===== src/verilog/lld_pkg.sv =====
// Functional notes
// - configs 1..5 set row cycle and read latency to 4,6,8,3,5 clocks
// - command clock must stay inside the range allowed for the chosen config
// - burst of eight is refused with config one or config four
// - config four: bank reuse after 3 clocks, write then read waits 4
// - non-multiplexed: full row address and bank go with the command
// - write beats taken on both write clock edges, first at latency rise
// - a beat with the byte mask high is discarded by the memory
// - read may follow a write burst and write may follow a read burst
// - after a bank refresh wait one row cycle before using that bank
// - every row of every bank refreshed within each 32 ms
// - mode bit A9 turns on termination of data and mask inputs only
// - multiplexed mode sends the address in two halves on two rises
// - multiplexed mode sends the bank with the command and first half
// - mode bit A5 enters multiplexed mode for read, write and mode load
package lld_pkg;
    // timing
    localparam int CLK_MHZ = 100;
    localparam int LINK_HALF = 8;
    localparam logic [3:0] PH_LAST = 4'(2 * LINK_HALF - 1);
    localparam logic [3:0] PH_FALL = 4'(LINK_HALF - 1);
    localparam logic [3:0] PH_MID_HI = 4'(LINK_HALF / 2 - 1);
    localparam logic [3:0] PH_MID_LO = 4'(LINK_HALF + LINK_HALF / 2 - 1);
    localparam int REF_ROUND_NS = 1950;
    localparam int REF_ROUND_CYC = REF_ROUND_NS * CLK_MHZ / 1000;
    localparam logic [7:0] REF_RELOAD = 8'(REF_ROUND_CYC - 1);
    localparam logic [4:0] RD_TMO_CK = 5'h08;
    // register map
    localparam logic [7:0] OFS_CTRL = 8'h00;
    localparam logic [7:0] OFS_CMD = 8'h04;
    localparam logic [7:0] OFS_STATUS = 8'h08;
    localparam logic [7:0] OFS_MASK = 8'h0C;
    localparam logic [2:0] PAGE_WBUF = 3'h1;
    localparam logic [2:0] PAGE_RBUF = 3'h2;
    localparam int STAT_ERR_BIT = 1;
    // control register, bit 0 upward: cfg, bl, mux, odt, ref_en, imp_ext, pll_on
    typedef struct packed {
        logic pll_on;
        logic imp_ext;
        logic ref_en;
        logic on_die_termination;
        logic mux;
        logic [1:0] bl;
        logic [2:0] cfg;
    } lld_ctrl_t;
    localparam lld_ctrl_t CTRL_RESET = 10'h001;
    typedef struct packed {
        logic [20:0] addr;
        logic [2:0] bank;
        logic [1:0] op;
    } lld_cmd_t;
    localparam logic [1:0] OP_READ = 2'h0;
    localparam logic [1:0] OP_WRITE = 2'h1;
    localparam logic [1:0] OP_REFRESH = 2'h2;
    localparam logic [1:0] OP_MODE = 2'h3;
    localparam logic [1:0] BL_EIGHT = 2'h2;
    localparam logic [1:0] BL_BAD = 2'h3;
    localparam logic [2:0] CFG_ONE = 3'h1;
    localparam logic [2:0] CFG_FOUR = 3'h4;
    localparam logic [2:0] CFG_MAX = 3'h5;
    // pin codes {select_n, write_n, refresh_n}
    localparam logic [2:0] PIN_NOP = 3'h7;
    localparam logic [2:0] PIN_READ = 3'h3;
    localparam logic [2:0] PIN_WRITE = 3'h1;
    localparam logic [2:0] PIN_REFRESH = 3'h2;
    localparam logic [2:0] PIN_MODE = 3'h0;
    // mode word bit positions
    localparam int MODE_BL_LSB = 3;
    localparam int MODE_MUX_BIT = 5;
    localparam int MODE_PLL_BIT = 7;
    localparam int MODE_IMP_BIT = 8;
    localparam int MODE_ODT_BIT = 9;
    // latency per config code, code 0 behaves as config one
    localparam logic [7:0][3:0] LAT_TABLE = 32'h00538644;
    // pins carried by the first half in multiplexed mode
    localparam logic [20:0] MUX_PINS = 21'h066739;
endpackage : lld_pkg


===== src/verilog/lld_if.sv =====
// register access from the bus slave to the controller core
interface lld_reg_if;
    logic wr;
    logic rd;
    logic [7:0] addr;
    logic [31:0] wdata;
    logic [31:0] rdata;
    modport slave (output wr, rd, addr, wdata, input rdata);
    modport regs (input wr, rd, addr, wdata, output rdata);
endinterface : lld_reg_if

// read beats from the sampler to the controller core
interface lld_rd_if;
    logic beat;
    logic [17:0] data;
    modport src (output beat, data);
    modport dst (input beat, data);
endinterface : lld_rd_if


===== src/verilog/lld_ahb_slave.sv =====
module lld_ahb_slave (
    // system
    input wire logic hclk,
    input wire logic hresetn,
    // ahb-lite
    input wire logic hsel,
    input wire logic [31:0] haddr,
    input wire logic [1:0] htrans,
    input wire logic hwrite,
    input wire logic [2:0] hsize,
    input wire logic [31:0] hwdata,
    input wire logic hready,
    output logic hreadyout,
    output logic [31:0] hrdata,
    output logic hresp,
    // register side
    lld_reg_if.slave rb
);
    typedef struct packed {
        logic pend;
        logic pwrite;
        logic [7:0] paddr;
        logic ready;
        logic [31:0] rdata;
        logic resp;
    } lld_ahb_t;
    lld_ahb_t r;
    lld_ahb_t nx;

    // one wait state so read data can come from a flop
    always_comb begin
        nx = r;
        nx.resp = 1'b0;
        if (r.pend) begin
            nx.pend = 1'b0;
            nx.ready = 1'b1;
            if (!r.pwrite) begin
                nx.rdata = rb.rdata;
            end
        end else if (hsel && htrans[1] && hready && hsize == 3'h2) begin
            nx.pend = 1'b1;
            nx.ready = 1'b0;
            nx.pwrite = hwrite;
            nx.paddr = haddr[7:0];
        end
    end

    always_ff @(posedge hclk or negedge hresetn) begin
        if (!hresetn) begin
            r <= '0;
            r.ready <= 1'b1;
        end else begin
            r <= nx;
        end
    end

    // strobes last the single wait cycle, when hwdata stands
    assign rb.wr = r.pend && r.pwrite;
    assign rb.rd = r.pend && !r.pwrite;
    assign rb.addr = r.paddr;
    assign rb.wdata = hwdata;
    assign hreadyout = r.ready;
    assign hrdata = r.rdata;
    assign hresp = r.resp;
endmodule : lld_ahb_slave


===== src/verilog/lld_ctrl.sv =====
module lld_ctrl (
    // system
    input wire logic hclk,
    input wire logic hresetn,
    // ahb-lite slave
    input wire logic hsel,
    input wire logic [31:0] haddr,
    input wire logic [1:0] htrans,
    input wire logic hwrite,
    input wire logic [2:0] hsize,
    input wire logic [31:0] hwdata,
    input wire logic hready,
    output logic hreadyout,
    output logic [31:0] hrdata,
    output logic hresp,
    // command and address pins
    output logic command_clock,
    output logic command_clock_n,
    output logic mem_select_n,
    output logic mem_write_n,
    output logic mem_refresh_n,
    output logic [20:0] address_pins,
    output logic [2:0] bank_select,
    // write data pins
    output logic write_data_clock,
    output logic write_data_clock_n,
    output logic write_byte_mask,
    output logic [17:0] dq_out,
    output logic dq_oe_n,
    // read data pins
    input wire logic [17:0] dq_in,
    input wire logic lower_read_clock,
    input wire logic upper_read_clock,
    input wire logic read_valid_flag
);
    typedef enum logic [2:0] {S_IDLE, S_CMD, S_ADDR2, S_DATA, S_GAP} lld_state_t;

    typedef struct packed {
        lld_pkg::lld_ctrl_t ctrl;
        logic [7:0] mask;
        logic [7:0][17:0] wbuf;
        logic [7:0][17:0] rbuf;
        lld_pkg::lld_cmd_t cmd;
        logic cmd_pend;
        logic err;
        lld_state_t st;
        logic [1:0] op;
        logic [3:0] ph;
        logic [4:0] cc;
        logic [3:0] bi;
        logic wact;
        logic [2:0] mcfg;
        logic [1:0] mbl;
        logic mmux;
        logic [7:0] rtmr;
        logic ref_pend;
        logic [2:0] ref_bank;
        logic [20:0] ay;
        logic ck;
        logic ckn;
        logic [2:0] pcmd;
        logic [20:0] a;
        logic [2:0] ba;
        logic [17:0] dq;
        logic oe_n;
        logic dm;
    } lld_core_t;

    lld_core_t r;
    lld_core_t nx;
    lld_reg_if rb ();
    lld_rd_if rdq ();

    logic busy;
    logic rise;
    logic fall;
    logic mid;
    logic [3:0] rl;
    logic [4:0] rl_eff;
    logic [4:0] wl_eff;
    logic [4:0] gap_len;
    logic [3:0] beats;

    lld_ahb_slave u_slave (
        .hclk(hclk),
        .hresetn(hresetn),
        .hsel(hsel),
        .haddr(haddr),
        .htrans(htrans),
        .hwrite(hwrite),
        .hsize(hsize),
        .hwdata(hwdata),
        .hready(hready),
        .hreadyout(hreadyout),
        .hrdata(hrdata),
        .hresp(hresp),
        .rb(rb)
    );

    lld_rd_sampler u_sampler (
        .hclk(hclk),
        .hresetn(hresetn),
        .lower_read_clock(lower_read_clock),
        .upper_read_clock(upper_read_clock),
        .read_valid_flag(read_valid_flag),
        .dq_in(dq_in),
        .rd(rdq)
    );

    // second address half; the fixed map assumes the 18-bit part
    function automatic logic [20:0] second_half(input logic [20:0] w);
        logic [20:0] m;
        m = 21'h000000;
        m[0] = w[20];
        m[3] = w[1];
        m[4] = w[2];
        m[8] = w[6];
        m[9] = w[7];
        m[10] = w[19];
        m[13] = w[11];
        m[14] = w[12];
        m[17] = w[16];
        m[18] = w[15];
        return m;
    endfunction : second_half

    // combinations the memory cannot run are refused at the register write
    function automatic logic bad_mode(input lld_pkg::lld_ctrl_t c);
        logic cfg14;
        cfg14 = c.cfg == 3'h0 || c.cfg == lld_pkg::CFG_ONE || c.cfg == lld_pkg::CFG_FOUR;
        return c.bl == lld_pkg::BL_BAD || c.cfg > lld_pkg::CFG_MAX
            || (c.bl == lld_pkg::BL_EIGHT && (cfg14 || c.mux));
    endfunction : bad_mode

    // latencies follow the last loaded mode, not the control register
    assign rl = lld_pkg::LAT_TABLE[r.mcfg];
    assign rl_eff = {1'b0, rl} + {4'h0, r.mmux};
    assign wl_eff = rl_eff + 5'h01;
    assign gap_len = {1'b0, rl} + {4'h0, r.mcfg == lld_pkg::CFG_FOUR && r.op == lld_pkg::OP_WRITE};
    assign beats = 4'h2 << r.mbl;
    assign busy = r.cmd_pend || r.st != S_IDLE;
    assign rise = r.ph == lld_pkg::PH_LAST;
    assign fall = r.ph == lld_pkg::PH_FALL;
    assign mid = r.ph == lld_pkg::PH_MID_HI || r.ph == lld_pkg::PH_MID_LO;

    // register read mux, unmapped words read zero
    always_comb begin
        rb.rdata = 32'h00000000;
        case (rb.addr)
            lld_pkg::OFS_CTRL: begin
                rb.rdata = 32'(r.ctrl);
            end
            lld_pkg::OFS_CMD: begin
                rb.rdata = 32'(r.cmd);
            end
            lld_pkg::OFS_STATUS: begin
                rb.rdata = 32'({r.mbl, r.mcfg, r.mmux, r.ref_pend, r.err, busy});
            end
            lld_pkg::OFS_MASK: begin
                rb.rdata = 32'(r.mask);
            end
            default: begin
                if (rb.addr[7:5] == lld_pkg::PAGE_WBUF) begin
                    rb.rdata = 32'(r.wbuf[rb.addr[4:2]]);
                end else if (rb.addr[7:5] == lld_pkg::PAGE_RBUF) begin
                    rb.rdata = 32'(r.rbuf[rb.addr[4:2]]);
                end
            end
        endcase
    end

    // core: divider, register writes, command sequencer, data path
    always_comb begin
        logic go;
        logic [1:0] lop;
        logic [2:0] lbank;
        logic [20:0] word;
        go = 1'b0;
        lop = lld_pkg::OP_READ;
        lbank = 3'h0;
        word = 21'h000000;
        nx = r;
        // command clock by divider; write data clock runs in phase with it
        nx.ph = rise ? 4'h0 : r.ph + 4'h1;
        nx.ck = nx.ph <= lld_pkg::PH_FALL;
        nx.ckn = !nx.ck;
        if (rise && r.st != S_IDLE && r.cc != 5'h1F) begin
            nx.cc = r.cc + 5'h01;
        end
        // register writes; error clear comes first so later sets win
        if (rb.wr) begin
            case (rb.addr)
                lld_pkg::OFS_CTRL: begin
                    nx.ctrl = rb.wdata[$bits(lld_pkg::lld_ctrl_t) - 1:0];
                end
                lld_pkg::OFS_CMD: begin
                    if (r.cmd_pend || (rb.wdata[1:0] == lld_pkg::OP_MODE && bad_mode(r.ctrl))) begin
                        nx.err = 1'b1;
                    end else begin
                        nx.cmd = rb.wdata[$bits(lld_pkg::lld_cmd_t) - 1:0];
                        nx.cmd_pend = 1'b1;
                    end
                end
                lld_pkg::OFS_STATUS: begin
                    if (rb.wdata[lld_pkg::STAT_ERR_BIT]) begin
                        nx.err = 1'b0;
                    end
                end
                lld_pkg::OFS_MASK: begin
                    nx.mask = rb.wdata[7:0];
                end
                default: begin
                    if (rb.addr[7:5] == lld_pkg::PAGE_WBUF) begin
                        nx.wbuf[rb.addr[4:2]] = rb.wdata[17:0];
                    end
                end
            endcase
        end
        // sequencer; commands change on the falling edge, stable at the rise
        case (r.st)
            S_IDLE: begin
                if (fall && r.ref_pend && r.ctrl.ref_en) begin
                    go = 1'b1;
                    lop = lld_pkg::OP_REFRESH;
                    lbank = r.ref_bank;
                    nx.ref_bank = r.ref_bank + 3'h1;
                    nx.ref_pend = r.ref_bank != 3'h7;
                end else if (fall && r.cmd_pend) begin
                    go = 1'b1;
                    lop = r.cmd.op;
                    lbank = r.cmd.bank;
                    nx.cmd_pend = 1'b0;
                end
            end
            S_CMD: begin
                if (fall) begin
                    nx.pcmd = lld_pkg::PIN_NOP;
                    if (r.mmux && r.op != lld_pkg::OP_REFRESH) begin
                        nx.a = r.ay;
                        nx.st = S_ADDR2;
                    end else begin
                        nx.a = 21'h000000;
                        nx.st = r.op[1] ? S_GAP : S_DATA;
                    end
                end
            end
            S_ADDR2: begin
                if (fall) begin
                    nx.a = 21'h000000;
                    nx.st = r.op[1] ? S_GAP : S_DATA;
                end
            end
            S_DATA: begin
                // a read is done after burst-length beats from the sampler
                if (r.op == lld_pkg::OP_READ && rdq.beat) begin
                    nx.rbuf[r.bi[2:0]] = rdq.data;
                    nx.bi = r.bi + 4'h1;
                    if (r.bi + 4'h1 == beats) begin
                        nx.st = S_GAP;
                        nx.cc = 5'h00;
                    end
                end else if (r.op == lld_pkg::OP_READ && rise && r.cc == rl_eff + lld_pkg::RD_TMO_CK) begin
                    // no answer: flag it rather than hang the sequencer
                    nx.err = 1'b1;
                    nx.st = S_GAP;
                    nx.cc = 5'h00;
                end
            end
            S_GAP: begin
                // whole row cycle before the next command, any bank
                if (rise && r.cc >= gap_len) begin
                    nx.st = S_IDLE;
                end
            end
            default: begin
                nx.st = S_IDLE;
            end
        endcase
        // launch: bank always with the command, address per mode
        if (go) begin
            case (lop)
                lld_pkg::OP_READ: begin
                    nx.pcmd = lld_pkg::PIN_READ;
                    word = r.cmd.addr;
                end
                lld_pkg::OP_WRITE: begin
                    nx.pcmd = lld_pkg::PIN_WRITE;
                    word = r.cmd.addr;
                end
                lld_pkg::OP_REFRESH: begin
                    nx.pcmd = lld_pkg::PIN_REFRESH;
                end
                default: begin
                    nx.pcmd = lld_pkg::PIN_MODE;
                    word[2:0] = r.ctrl.cfg;
                    word[lld_pkg::MODE_BL_LSB +: 2] = r.ctrl.bl;
                    word[lld_pkg::MODE_MUX_BIT] = r.ctrl.mux;
                    word[lld_pkg::MODE_PLL_BIT] = r.ctrl.pll_on;
                    word[lld_pkg::MODE_IMP_BIT] = r.ctrl.imp_ext;
                    word[lld_pkg::MODE_ODT_BIT] = r.ctrl.on_die_termination;
                    nx.mcfg = r.ctrl.cfg;
                    nx.mbl = r.ctrl.bl;
                    nx.mmux = r.ctrl.mux;
                end
            endcase
            nx.op = lop;
            nx.ba = lbank;
            nx.a = r.mmux && lop != lld_pkg::OP_REFRESH ? word & lld_pkg::MUX_PINS : word;
            nx.ay = second_half(word);
            nx.cc = 5'h00;
            nx.bi = 4'h0;
            nx.st = S_CMD;
        end
        // write beats change mid half-cycle, centred on both clock edges
        if (mid && r.wact) begin
            if (r.bi == beats) begin
                nx.wact = 1'b0;
                nx.oe_n = 1'b1;
                nx.dm = 1'b0;
                nx.st = S_GAP;
                nx.cc = 5'h00;
            end else begin
                nx.dq = r.wbuf[r.bi[2:0]];
                nx.dm = r.mask[r.bi[2:0]];
                nx.bi = r.bi + 4'h1;
            end
        end else if (r.ph == lld_pkg::PH_MID_LO && r.op == lld_pkg::OP_WRITE && r.cc == wl_eff
                     && (r.st == S_CMD || r.st == S_ADDR2 || r.st == S_DATA)) begin
            nx.wact = 1'b1;
            nx.oe_n = 1'b0;
            nx.dq = r.wbuf[0];
            nx.dm = r.mask[0];
            nx.bi = 4'h1;
        end
        // refresh round timer; expiry sets the request and wins over its clear
        if (r.rtmr == 8'h00) begin
            nx.rtmr = lld_pkg::REF_RELOAD;
            if (r.ctrl.ref_en) begin
                nx.ref_pend = 1'b1;
            end
        end else begin
            nx.rtmr = r.rtmr - 8'h01;
        end
    end

    always_ff @(posedge hclk or negedge hresetn) begin
        if (!hresetn) begin
            r <= '0;
            r.ctrl <= lld_pkg::CTRL_RESET;
            r.mcfg <= lld_pkg::CFG_ONE;
            r.pcmd <= lld_pkg::PIN_NOP;
            r.oe_n <= 1'b1;
            r.ckn <= 1'b1;
            r.rtmr <= lld_pkg::REF_RELOAD;
        end else begin
            r <= nx;
        end
    end

    // pins straight from the core flops
    assign command_clock = r.ck;
    assign command_clock_n = r.ckn;
    assign write_data_clock = r.ck;
    assign write_data_clock_n = r.ckn;
    assign mem_select_n = r.pcmd[2];
    assign mem_write_n = r.pcmd[1];
    assign mem_refresh_n = r.pcmd[0];
    assign address_pins = r.a;
    assign bank_select = r.ba;
    assign dq_out = r.dq;
    assign dq_oe_n = r.oe_n;
    assign write_byte_mask = r.dm;
endmodule : lld_ctrl


===== src/verilog/lld_rd_sampler.sv =====
module lld_rd_sampler (
    // system
    input wire logic hclk,
    input wire logic hresetn,
    // memory read pins
    input wire logic lower_read_clock,
    input wire logic upper_read_clock,
    input wire logic read_valid_flag,
    input wire logic [17:0] dq_in,
    // beats to the core
    lld_rd_if.src rd
);
    typedef struct packed {
        logic [1:0] qk1;
        logic [1:0] qk2;
        logic [1:0] qk3;
        logic v1;
        logic v2;
        logic [1:0] vcnt;
        logic [17:0] d1;
        logic [17:0] d2;
        logic [17:0] hold;
        logic beat;
        logic [17:0] data;
    } lld_smp_t;
    lld_smp_t r;
    lld_smp_t nx;

    // pins pass two flops; data and clocks share the delay, so alignment holds
    always_comb begin
        nx = r;
        nx.qk1 = {upper_read_clock, lower_read_clock};
        nx.qk2 = r.qk1;
        nx.qk3 = r.qk2;
        nx.v1 = read_valid_flag;
        nx.v2 = r.v1;
        nx.d1 = dq_in;
        nx.d2 = r.d1;
        // flag must lead the edge, so an edge in its first cycles is no beat
        if (!r.v2) begin
            nx.vcnt = 2'h0;
        end else if (r.vcnt != 2'h2) begin
            nx.vcnt = r.vcnt + 2'h1;
        end
        // each half is caught on its own read clock edge
        for (int h = 0; h < 2; h++) begin
            if (r.qk2[h] != r.qk3[h]) begin
                nx.hold[h * 9 +: 9] = r.d2[h * 9 +: 9];
            end
        end
        nx.beat = (r.qk2[0] != r.qk3[0]) && r.vcnt == 2'h2;
        nx.data = nx.hold;
    end

    always_ff @(posedge hclk or negedge hresetn) begin
        if (!hresetn) begin
            r <= '0;
        end else begin
            r <= nx;
        end
    end

    assign rd.beat = r.beat;
    assign rd.data = r.data;
endmodule : lld_rd_sampler

===== config.mk =====
export PLATFORM = sky130hd
export DESIGN_NAME = lld_ctrl
export DESIGN_NICKNAME = d
export VERILOG_FILES = /design/src/verilog/lld_pkg.sv /design/src/verilog/lld_if.sv /design/src/verilog/lld_ahb_slave.sv /design/src/verilog/lld_ctrl.sv /design/src/verilog/lld_rd_sampler.sv
export SDC_FILE = /design/constraint.sdc
export NUM_CORES = 1
export LEC_CHECK = 0
export BUFFER_PORTS_ARGS = -buffer_cell sky130_fd_sc_hd__clkbuf_2
export CAP_MARGIN = 5
export CORE_MARGIN = 5
export CORE_UTILIZATION = 55
export DETAILED_ROUTE_END_ITERATION = 7
export PLACE_DENSITY = 0.74
export RECOVER_POWER = 50
export SYNTH_ARGS = -nofsm -noshare
export SYNTH_HDL_FRONTEND = slang
export SYNTH_SLANG_ARGS = --single-unit

===== constraint.sdc =====
create_clock -name hclk -period 4.2 [get_ports hclk]
set_input_delay 0.42 -clock hclk [delete_from_list [all_inputs] [get_ports hclk]]
set_output_delay 0.42 -clock hclk [all_outputs]
set_load 0.01 [all_outputs]

==> key figures, run 1 <==
Floorplanning
  – Die area: about 50000 um^2
  – Core area: 45200 um^2
  – Ports: 180
  – Die X: about 220 um
  – Row Count: 78
  – Die Y: roughly 220 um
  – Initial cell density of the core: 55.3%

Global routing
  – Vias in the first global route: approximately 16000
  – Grt total ovfl: 0
  – Largest net degree at the start of global routing: around 120
  – Initial antenna violation count: 2
  – First-pass GRT wire length: just under 100 mm
  – GRT Overall Usage: about a quarter

STA
  – FMAX: 0.269 GHz
  – Fin. max-slew vios: 130
  – Unrepaired setup endpoints after global routing: false
  – Fin Setup TNS: 0 ns
  – Fin crit period: between 3 and 4 ns
  – Count of final setup violators: 0
  – Slew @ Worst Pin: about 3.1 ns
  – Slew headroom: -109%
  – Fin crit share: approximately nine tenths
  – Final hold viol count: 0
  – Final setup skew: between 0.02 and 0.025 ns

Clock network
  – CTS tree: built
  – H-tree levels: 2
  – Sink Count: approximately 530
  – CTS max path bufs: 3
  – Post-cts resize count: 0
  – Setup Fix Bufs, Post-CTS: 0
  – Clock-pin transition on the worst setup and hold timing paths: about 0.060 ns
  – Clk Latency, worst-skew pair: 0.61 ns
  – CTS buffer count: 55
  – Root Buffer Master: clkbuf_16

Status
  – Failing checks: max-capacitance violations, max-slew violations
  – Outcome: complete, but fails checks

Yosys
  – Commonest cells post-synth: 521 x dfrtp_1, 379 x mux2_2, 98 x mux4_2
  – Syn Area/Cell: 13.6 um^2
  – Seq/Total Area, Yosys: 53.3%
  – Post-Syn Area: about 25000 um^2
  – Cell taking the most area after synthesis: dfrtp_1
  – Synth Instances: 1835
  – Asr flop ratio synth: between 90% and 100%
  – Post-synth EDFFs: 0
  – Top post-synthesis cells by area: dfrtp_1 52%, mux2_2 17%, mux4_2 8.8%
  – Yosys reg bits: between 500 and 600
  – Top FF cell, synth: dfrtp_1
  – Synth top area share: between 50% and 60%
  – Distinct cells, synth: a little over 70
  – YS warnings: 0
  – Cell with the most instances after synthesis: dfrtp_1

Drt
  – Routed Antenna Nets: 0
  – # DRC: 0
  – Via Count: about 16000
  – Wire per inst: ~24 um
  – Drt pass-1 iters: 5
  – First DRT Iteration DRCs: approximately 1500
  – Via density: roughly 6.2
  – Final WL: 61.9 mm

Worst hold path
  – Hold path depth: 2
  – Hold_sp: hwdata[18]
  – Worst Hold Endpoint: r[127]
  – HP Class: primary input to flip-flop

Critical path
  – CP max FO: 16
  – CP max stage cell: or4_4
  – Worst reg-to-reg path cell count: 11
  – Reg2reg start: r[87]
  – CP dominant cell by count: ha_1
  – Critical Path AT: 4.21 ns
  – Crit path depth: 11
  – CP cell instances: or2b_2 -> inv_1 -> ha_1 -> ha_1 -> and3b_1 -> o22a_1 -> or4_4 -> a211oi_1 -> nand2_1 -> buf_12 -> o221a_2
  – Critical Path Source: r[87]
  – Cell family with most CP delay: simple AND/OR/NAND/NOR gates
  – Worst Path Buf+Inv: 2
  – Req. time, crit path: 4.70 ns
  – CP endpoint kind: flip-flop
  – CP startpoint kind: flip-flop
  – CP Class: flip-flop to flip-flop
  – Reg2Reg Capture Point: dq_out[9]
  – FF-to-FF setup slack: approximately 0.48 ns
  – Worst path max stage delay: 0.53 ns

Power and ir drop
  – NetSw: between 2 and 3 mW
  – Net Sw Frac: about a quarter
  – Sequential share of power: around 48%
  – Pint: 8.59 mW
  – Lkg Pwr: approximately 13 nW
  – Combinational power share: between 9 and 10%
  – Power density over the cells: between 400 and 500 nW/um^2
  – Total power: 11.4 mW
  – Maximum vdd drop: between 300 and 400 uV
  – Clock power share: a little over two fifths

Layout
  – Share of cells above drive strength 1: 37.2%
  – Final nets: 2033
  – Final std cells w/o fill: 2563
  – Area Overhead vs Synth: 11.4%

Job
  – Maxcap violations: 2

Place
  – Placed insts: around 2400
  – Number of buffers added on ports: 141
  – Placer Congestion: between 0.8 and 0.9
  – Hpwl dp: around 40 mm
-- how the worst max path moves through the flow --
stage | slack [ns] | endpoint
2_1_floorplan | 1.12 | dq_out[0]
4_1_cts | 0.53 | dq_out[3]
5_1_grt | 0.32 | r[232]
6_report | 0.48 | dq_out[9]
3_3_place_gp | 0.65 | dq_out[12]
3_5_place_dp | 0.55 | dq_out[12]
-- area by class of cell --
cell class,count,area [um^2]
tap,600,751
antenna,1,2.50
sequential,532,13300
fill,3415,17300
inverter,19,71.3
clock buffer,83,1650
multi-input combinational,1101,10600
clock inverter,18,170
timing repair buffer,209,1270
-- timing repair --
| item | CTS | global route |
|---|---|---|
| hold endpoints to repair | 136 | 0 |
| setup endpoints to repair | 0 | 0 |
| hold buffers | 22 | 0 |
-- metal layers --
metal  vias up  GRT usage, %  wire length, um
li1       6871             -                -
met1      8472          34.6            25900
met2       565          39.9            30100
met3       104          4.26             4090
met4         2          8.20             1830
met5         -             0               19
-- cell families after synthesis --
logic type	synth area share [%]
flops	53.3
mux	28.0
simple gates	5.79
compound gates	6.40
buf+inv	4.55
xor+xnor	0.876
fa+ha+maj	1.00
other cells	0.0300
-- per-stage QoR --
| step | util [%] | cell area (um^2) | hold slack (ns) | worst slack, ns |
|---|---|---|---|---|
| final | 61.6 | 27800 | 0.0466 | 0.485 |
| after global placement | 57.3 | 25900 | 0.332 | 0.655 |
| after global routing | 61.6 | 27800 | 0.0346 | 0.321 |
| after CTS | 61.9 | 28000 | 0.0200 | 0.532 |
| after floorplan | - | 25000 | 0.124 | 1.12 |
| after detailed placement | 57.3 | 25900 | 0.335 | 0.549 |
-- sequential cells by signal (all words and copies together) (netlist names), named ones only --
| signal | flops |
|---|---|
| address_pins | 21 |
| bank_select | 3 |
| command_clock | 1 |
| command_clock_n | 1 |
| dq_oe_n | 1 |
| dq_out | 18 |
| mem_refresh_n | 1 |
| mem_select_n | 1 |
| mem_write_n | 1 |
| r | 380 |
| u_sampler.nx | 23 |
| u_sampler.r | 41 |
| u_sampler.rd.beat | 1 |
| u_slave.hrdata | 26 |
| u_slave.hreadyout | 1 |
| u_slave.r | 2 |
| u_slave.rb.addr | 8 |
| write_byte_mask | 1 |
-- power groups by stage --
stage	clock network, mW	logic (mW)	registers [mW]
finish	4.86	1.04	5.52
global route	5.14	1.13	5.55
CTS	4.95	1.05	5.52
detailed placement	0	1.03	5.61
global placement	0	1.01	5.59
floorplan	0	0.761	5.45
-- layout by cell type, fill, tap and decap left out, drive strengths merged, types with 5 or more instances in the layout --
| cell type | instances |
|---|---|
| nand2b | 13 |
| nor3 | 25 |
| a21oi | 38 |
| inv | 19 |
| clkbuf | 224 |
| o22ai | 15 |
| mux2i | 47 |
| nand4 | 6 |
| xnor2 | 14 |
| conb | 8 |
| mux4 | 100 |
| or3 | 13 |
| o221a | 18 |
| o21ai | 65 |
| and2 | 8 |
| nor2b | 8 |
| nand2 | 97 |
| dfrtp | 521 |
| buf | 46 |
| nand3 | 23 |
| a22o | 18 |
| nor2 | 66 |
| a221oi | 23 |
| dlygate4sd3 | 22 |
| dfstp | 11 |
| ha | 20 |
| a22oi | 15 |
| xor2 | 11 |
| mux2 | 379 |
| and3 | 9 |
| clkinv | 13 |
| a31oi | 9 |
| a21o | 5 |
| a211oi | 7 |
(Power assumes the default switching activity.)
==> run 2: changes to the inputs <==
==> constraint.sdc (replaced) <==
create_clock -name hclk -period 4.2 [get_ports hclk]
set_input_delay 0.42 -clock hclk [delete_from_list [all_inputs] [get_ports hclk]]
set_output_delay 0.42 -clock hclk [all_outputs]
set_load 0.005 [all_outputs]
==> run 2 against run 1 <==
Effect of this change: the run still ends with max-capacitance violations, max-slew violations left; clock power is essentially flat; first-iteration DRC count grew 0.34%; core utilization grew 0.072 points; clock skew grew 0.0038 ns; register-to-register slack lost 0.02 ns; clock-buffer cell count is the same; non-clock buffer count is the same; via count grew 0.25%; die area is the same; critical path depth is the same; global-route usage is the same; hold slack lost 0.0014 ns; highest routed layer unchanged.
==> key figures, run 2 (synthesis gave the netlist of run 1 again) <==
Place
  – Post-Place Setup Slack: roughly 0.55 ns
  – Placer Congestion: slightly below 0.9
  – Hpwl dp: approximately 40 mm
  – Number of buffers added on ports: 141
  – Placed insts: 2439

Layout
  – Commonest non-fill, non-tap cell in the layout: dfrtp_1
  – Largest Register: r
  – Final nets: between 2000 and 2500
  – Share of cells above drive strength 1: approximately two fifths
  – Most frequent cells in the layout: 517 x dfrtp_1, 379 x mux2_2, 98 x mux4_2
  – Final std cells w/o fill: between 2000 and 3000
  – Number of flip-flops in the largest register: 380
  – Area Overhead vs Synth: 11.5%

Clock network
  – CTS tree: built
  – Root Buffer Master: clkbuf_16
  – Clock-pin transition on the worst setup and hold timing paths: ~0.060 ns
  – H-tree levels: 2
  – Clk Latency, worst-skew pair: slightly above 0.6 ns
  – CTS max path bufs: 3
  – Sink Count: 532
  – CTS buffer count: 55

STA
  – Slew headroom: -109%
  – Fin crit period: 3.73 ns
  – Final hold viol count: 0
  – Final setup margin: between 0.4 and 0.5 ns
  – Fin crit share: between 80% and 90%
  – Fin Setup TNS: 0 ns
  – Unrepaired setup endpoints after global routing: false
  – Fin. max-slew vios: between 100 and 150
  – Hold Slack: about 0.045 ns
  – Final setup skew: ~0.026 ns
  – FMAX: roughly 0.27 GHz
  – Slew @ Worst Pin: approximately 3.1 ns
  – Count of final setup violators: 0

Floorplanning
  – Row Count: 78
  – Die area: 49800 um^2
  – Ports: 180
  – Initial cell density of the core: around 55%
  – Core area: 45200 um^2
  – Die Y: about 220 um
  – Die X: 223 um

Critical path
  – CP dominant cell by count: ha_1
  – Worst Path Buf+Inv: 2
  – CP Class: flip-flop to flip-flop
  – CP endpoint kind: flip-flop
  – Critical Path AT: roughly 4.2 ns
  – Req. time, crit path: about 4.7 ns
  – CP max FO: 16
  – CP cell instances: or2b_2 -> inv_1 -> ha_1 -> ha_1 -> and3b_1 -> o22a_1 -> or4_4 -> a211oi_1 -> nand2_1 -> buf_12 -> o221a_2
  – FF-to-FF setup slack: approximately 0.47 ns
  – Worst path max stage delay: 0.53 ns
  – CP startpoint kind: flip-flop
  – Cell family with most CP delay: simple AND/OR/NAND/NOR gates
  – CP max stage cell: or4_4

Global routing
  – First-pass GRT wire length: 97.1 mm
  – Initial antenna violation count: 2
  – GRT Overall Usage: between 20% and 30%
  – Grt total ovfl: 0
  – Vias in the first global route: between 15000 and 20000
  – Largest net degree at the start of global routing: around 120

Power and ir drop
  – Pint: between 8 and 9 mW
  – Power density over the cells: slightly above 400 nW/um^2
  – Maximum vdd drop: 369 uV
  – Sequential share of power: slightly below 50%
  – NetSw: approximately 2.8 mW
  – Combinational power share: between 9 and 10%
  – Lkg Pwr: around 13 nW
  – Clock power share: a little over two fifths
  – Total power: 11.4 mW
  – Net Sw Frac: 24.8%

Drt
  – Via density: ~6.3
  – First DRT Iteration DRCs: roughly 1500
  – Final WL: roughly 62 mm
  – Via Count: ~16000
  – Wire per inst: around 24 um
  – # DRC: 0
  – Drt pass-1 iters: 5
  – Routed Antenna Nets: 0

Job
  – Maxcap violations: 2

Worst hold path
  – HP Class: primary input to flip-flop

Status
  – Outcome: complete, but fails checks
  – Failing checks: max-capacitance violations, max-slew violations
-- run 2: power groups by stage --
stage | Sequential, mW | Clock (mW) | Combinational [mW]
2_1_floorplan | 5.45 | 0 | 0.752
3_3_place_gp | 5.59 | 0 | 1.00
3_5_place_dp | 5.61 | 0 | 1.02
4_1_cts | 5.52 | 4.95 | 1.04
5_1_grt | 5.54 | 5.14 | 1.12
6_report | 5.52 | 4.86 | 1.03
-- run 2: per-stage QoR --
stage	cell area [um^2]	util (%)
2_1_floorplan	25000	-
3_3_place_gp	25900	57.3
3_5_place_dp	25900	57.3
4_1_cts	28000	61.9
5_1_grt	27900	61.7
6_report	27900	61.7
-- run 2: worst paths after layout --
path / to / from / cells after the start
setup reg to reg: dq_out[9] / r[87] / 11
hold reg to reg: u_sampler.r[50] / u_sampler.nx[50] / 0
hold / removal: r[127] / hwdata[18] / 2
min in group asynchronous: u_sampler.nx[53] / hresetn / 2
setup / recovery: dq_out[9] / r[87] / 11
max in group asynchronous: r[171] / hresetn / 2
-- run 2: timing repair --
| action | in CTS | in global routing |
|---|---|---|
| setup buffers | 0 | 0 |
| resized for setup | 0 | 0 |
| hold buffers | 22 | 0 |
| endpoints found under the hold margin | 136 | 0 |
-- run 2: routing by layer --
| metal | share of wire [%] | vias to the layer above | track usage [%] |
|---|---|---|---|
| li1 | - | 6862 | - |
| met1 | 41 | 8458 | 34.6 |
| met2 | 49 | 618 | 39.9 |
| met3 | 6.9 | 114 | 4.26 |
| met4 | 3.0 | 2 | 8.20 |
| met5 | 0.031 | - | 0 |
-- run 2: worst reg2reg max path, delay by kind of cell, from the launching register on --
kind	cells	cell delay, ns
adders and majority gates	2	0.50
buffers and inverters	2	0.35
and+or+nand+nor	4	1.44
DFF	1	0.46
AOI/OAI and AO/OA	3	0.88
-- run 2: area by class of cell --
cell class	count	area (um^2)
fill	3403	17300
sequential	532	13300
multi-input combinational	1101	10600
clock buffer	83	1650
timing repair buffer	209	1310
tap	600	751
clock inverter	18	170
inverter	19	71.3
antenna	1	2.50
==> run 3: changes to the inputs <==
PLACE_DENSITY = 0.72   (was 0.74)
==> run 3 against run 2 <==
Effect of this change: the run still ends with max-capacitance violations, max-slew violations left; sequential share of layout area down 0.24 points; first-iteration DRC count down 2.7%; flip-flop and latch count unchanged; die area unchanged; clock skew up 0.0024 ns; global-route usage down 0.20 points.
==> key figures, run 3 (synthesis gave the netlist of run 1 again) <==
Clock network
  – Clk Latency, worst-skew pair: approximately 0.63 ns
  – Clock-pin transition on the worst setup and hold timing paths: about 0.060 ns
  – Root Buffer Master: clkbuf_16
  – Sink Count: about 530
  – Setup Fix Bufs, Post-CTS: 0
  – CTS max path bufs: 3
  – CTS tree: built
  – CTS buffer count: 56
  – H-tree levels: 2

Drt
  – Final WL: 60.9 mm
  – Drt pass-1 iters: 5
  – # DRC: 0
  – Wire per inst: about 24 um
  – Via Count: 15900
  – Routed Antenna Nets: 0
  – First DRT Iteration DRCs: 1451
  – Via density: ~6.2

Floorplanning
  – Ports: 180
  – Die Y: 223 um
  – Die X: around 220 um
  – Core area: roughly 45000 um^2
  – Row Count: 78
  – Die area: 49800 um^2
  – Initial cell density of the core: a little under three fifths

Critical path
  – FF-to-FF setup slack: 0.57 ns
  – Critical Path AT: ~4.1 ns
  – Reg2Reg Capture Point: dq_out[16]
  – Req. time, crit path: roughly 4.7 ns
  – Worst reg-to-reg path cell count: 11
  – CP max FO: 16
  – CP endpoint kind: flip-flop
  – Reg2reg start: r[87]
  – CP startpoint kind: flip-flop
  – CP Class: flip-flop to flip-flop

Worst hold path
  – Hold path depth: 2
  – Hold_sp: haddr[0]
  – Worst Hold Endpoint: u_slave.rb.addr[0]
  – HP Class: primary input to flip-flop

STA
  – Fin. max-slew vios: about 410
  – Slew headroom: -42.1%
  – Final setup skew: between 0.02 and 0.03 ns
  – FMAX: between 0.2 and 0.3 GHz
  – Fin crit period: ~3.6 ns
  – Fin Setup TNS: 0 ns
  – Count of final setup violators: 0
  – Slew @ Worst Pin: ~2.1 ns
  – Final hold viol count: 0
  – Unrepaired setup endpoints after global routing: false
  – Fin crit share: just under 90%

Power and ir drop
  – Maximum vdd drop: 382 uV
  – Lkg Pwr: 12.7 nW
  – Power density over the cells: approximately 420 nW/um^2

Status
  – Failing checks: max-capacitance violations, max-slew violations
  – Outcome: complete, but fails checks

Layout
  – FILL cells: ~3400
  – Commonest non-fill, non-tap cell in the layout: dfrtp_1
  – Area Overhead vs Synth: 12.1%
  – Final Cell Area: 28000 um^2
  – # diodes: 0
  – Final nets: 2040
  – Number of flip-flops in the largest register: 380
  – Most frequent cells in the layout: 517 x dfrtp_1, 379 x mux2_2, 98 x mux4_2
  – Share of cells above drive strength 1: between 30% and 40%
  – Largest Register: r

Global routing
  – Vias in the first global route: between 15000 and 20000
  – Initial antenna violation count: 1
  – GRT Overall Usage: between 20% and 30%
  – Largest net degree at the start of global routing: approximately 110
  – Grt total ovfl: 0
  – First-pass GRT wire length: ~97 mm

Job
  – Maxcap violations: 6

Place
  – DP Area: around 26000 um^2
  – Placer Congestion: roughly 0.89
  – Hpwl dp: about 40 mm
  – Number of buffers added on ports: about 140
==> run 3: per-stage QoR <==
step	hold slack, ns	total power [mW]	cells	util [%]	setup WS [ns]
finish	0.0440	11.8	2572	62.0	0.571
CTS	0.0129	11.9	2572	62.3	0.591
global placement	0.333	6.62	2445	57.5	0.665
detailed placement	0.335	6.65	2445	57.5	0.618
global route	0.0270	12.2	2572	62.0	0.387
floorplan	0.124	6.21	1841	-	1.12
==> run 3: layer usage <==
metal | vias up | share of wire [%] | global-route usage (%)
li1 | 6893 | - | -
met1 | 8338 | 42 | 34.7
met2 | 576 | 48 | 39.4
met3 | 114 | 6.7 | 4.30
met4 | 2 | 2.6 | 7.65
met5 | - | 0.011 | 0
==> run 3: cell type report <==
class | instances | area [um^2] | share of cell area, %
clock buffers | 78 | 1600 | 5.73
well taps | 600 | 751 | 2.68
repair buffers | 215 | 1300 | 4.65
multi-input cells | 1101 | 10600 | 37.7
flip-flops and latches | 532 | 13300 | 47.6
clock inverters | 27 | 377 | 1.34
inverters | 19 | 71.3 | 0.255
==> run 3: how the worst max path moves through the flow <==
stage | slack (ns) | start | cells past startpoint | endpoint
floorplan | 1.12 | r[86] | 11 | dq_out[0]
global placement | 0.66 | r[87] | 11 | dq_out[12]
detailed placement | 0.62 | r[87] | 11 | dq_out[16]
CTS | 0.59 | r[87] | 11 | dq_out[16]
global route | 0.39 | r[87] | 10 | dq_out[6]
finish | 0.57 | r[87] | 11 | dq_out[16]
==> run 3: power breakdown <==
group	total [mW]	switching, mW	internal, mW
logic	1.06	0.579	0.480
clock network	5.26	2.09	3.17
registers	5.50	0.227	5.27
==> run 3: critical path, cell delays in order (launching register included) <==
cell	delay, ns
dfrtp_1	0.46
or2b_2	0.34
inv_1	0.09
ha_1	0.19
ha_1	0.31
and3b_1	0.21
o22a_1	0.16
or4_4	0.53
a211oi_1	0.37
nand2_1	0.31
buf_12	0.25
o221a_2	0.27
==> run 3: what timing repair did <==
item / in CTS / in global routing
endpoints found under the setup margin: 0 / 0
hold buffers: 22 / 0
hold endpoints to repair: 124 / 0
gates resized for setup: 0 / 0
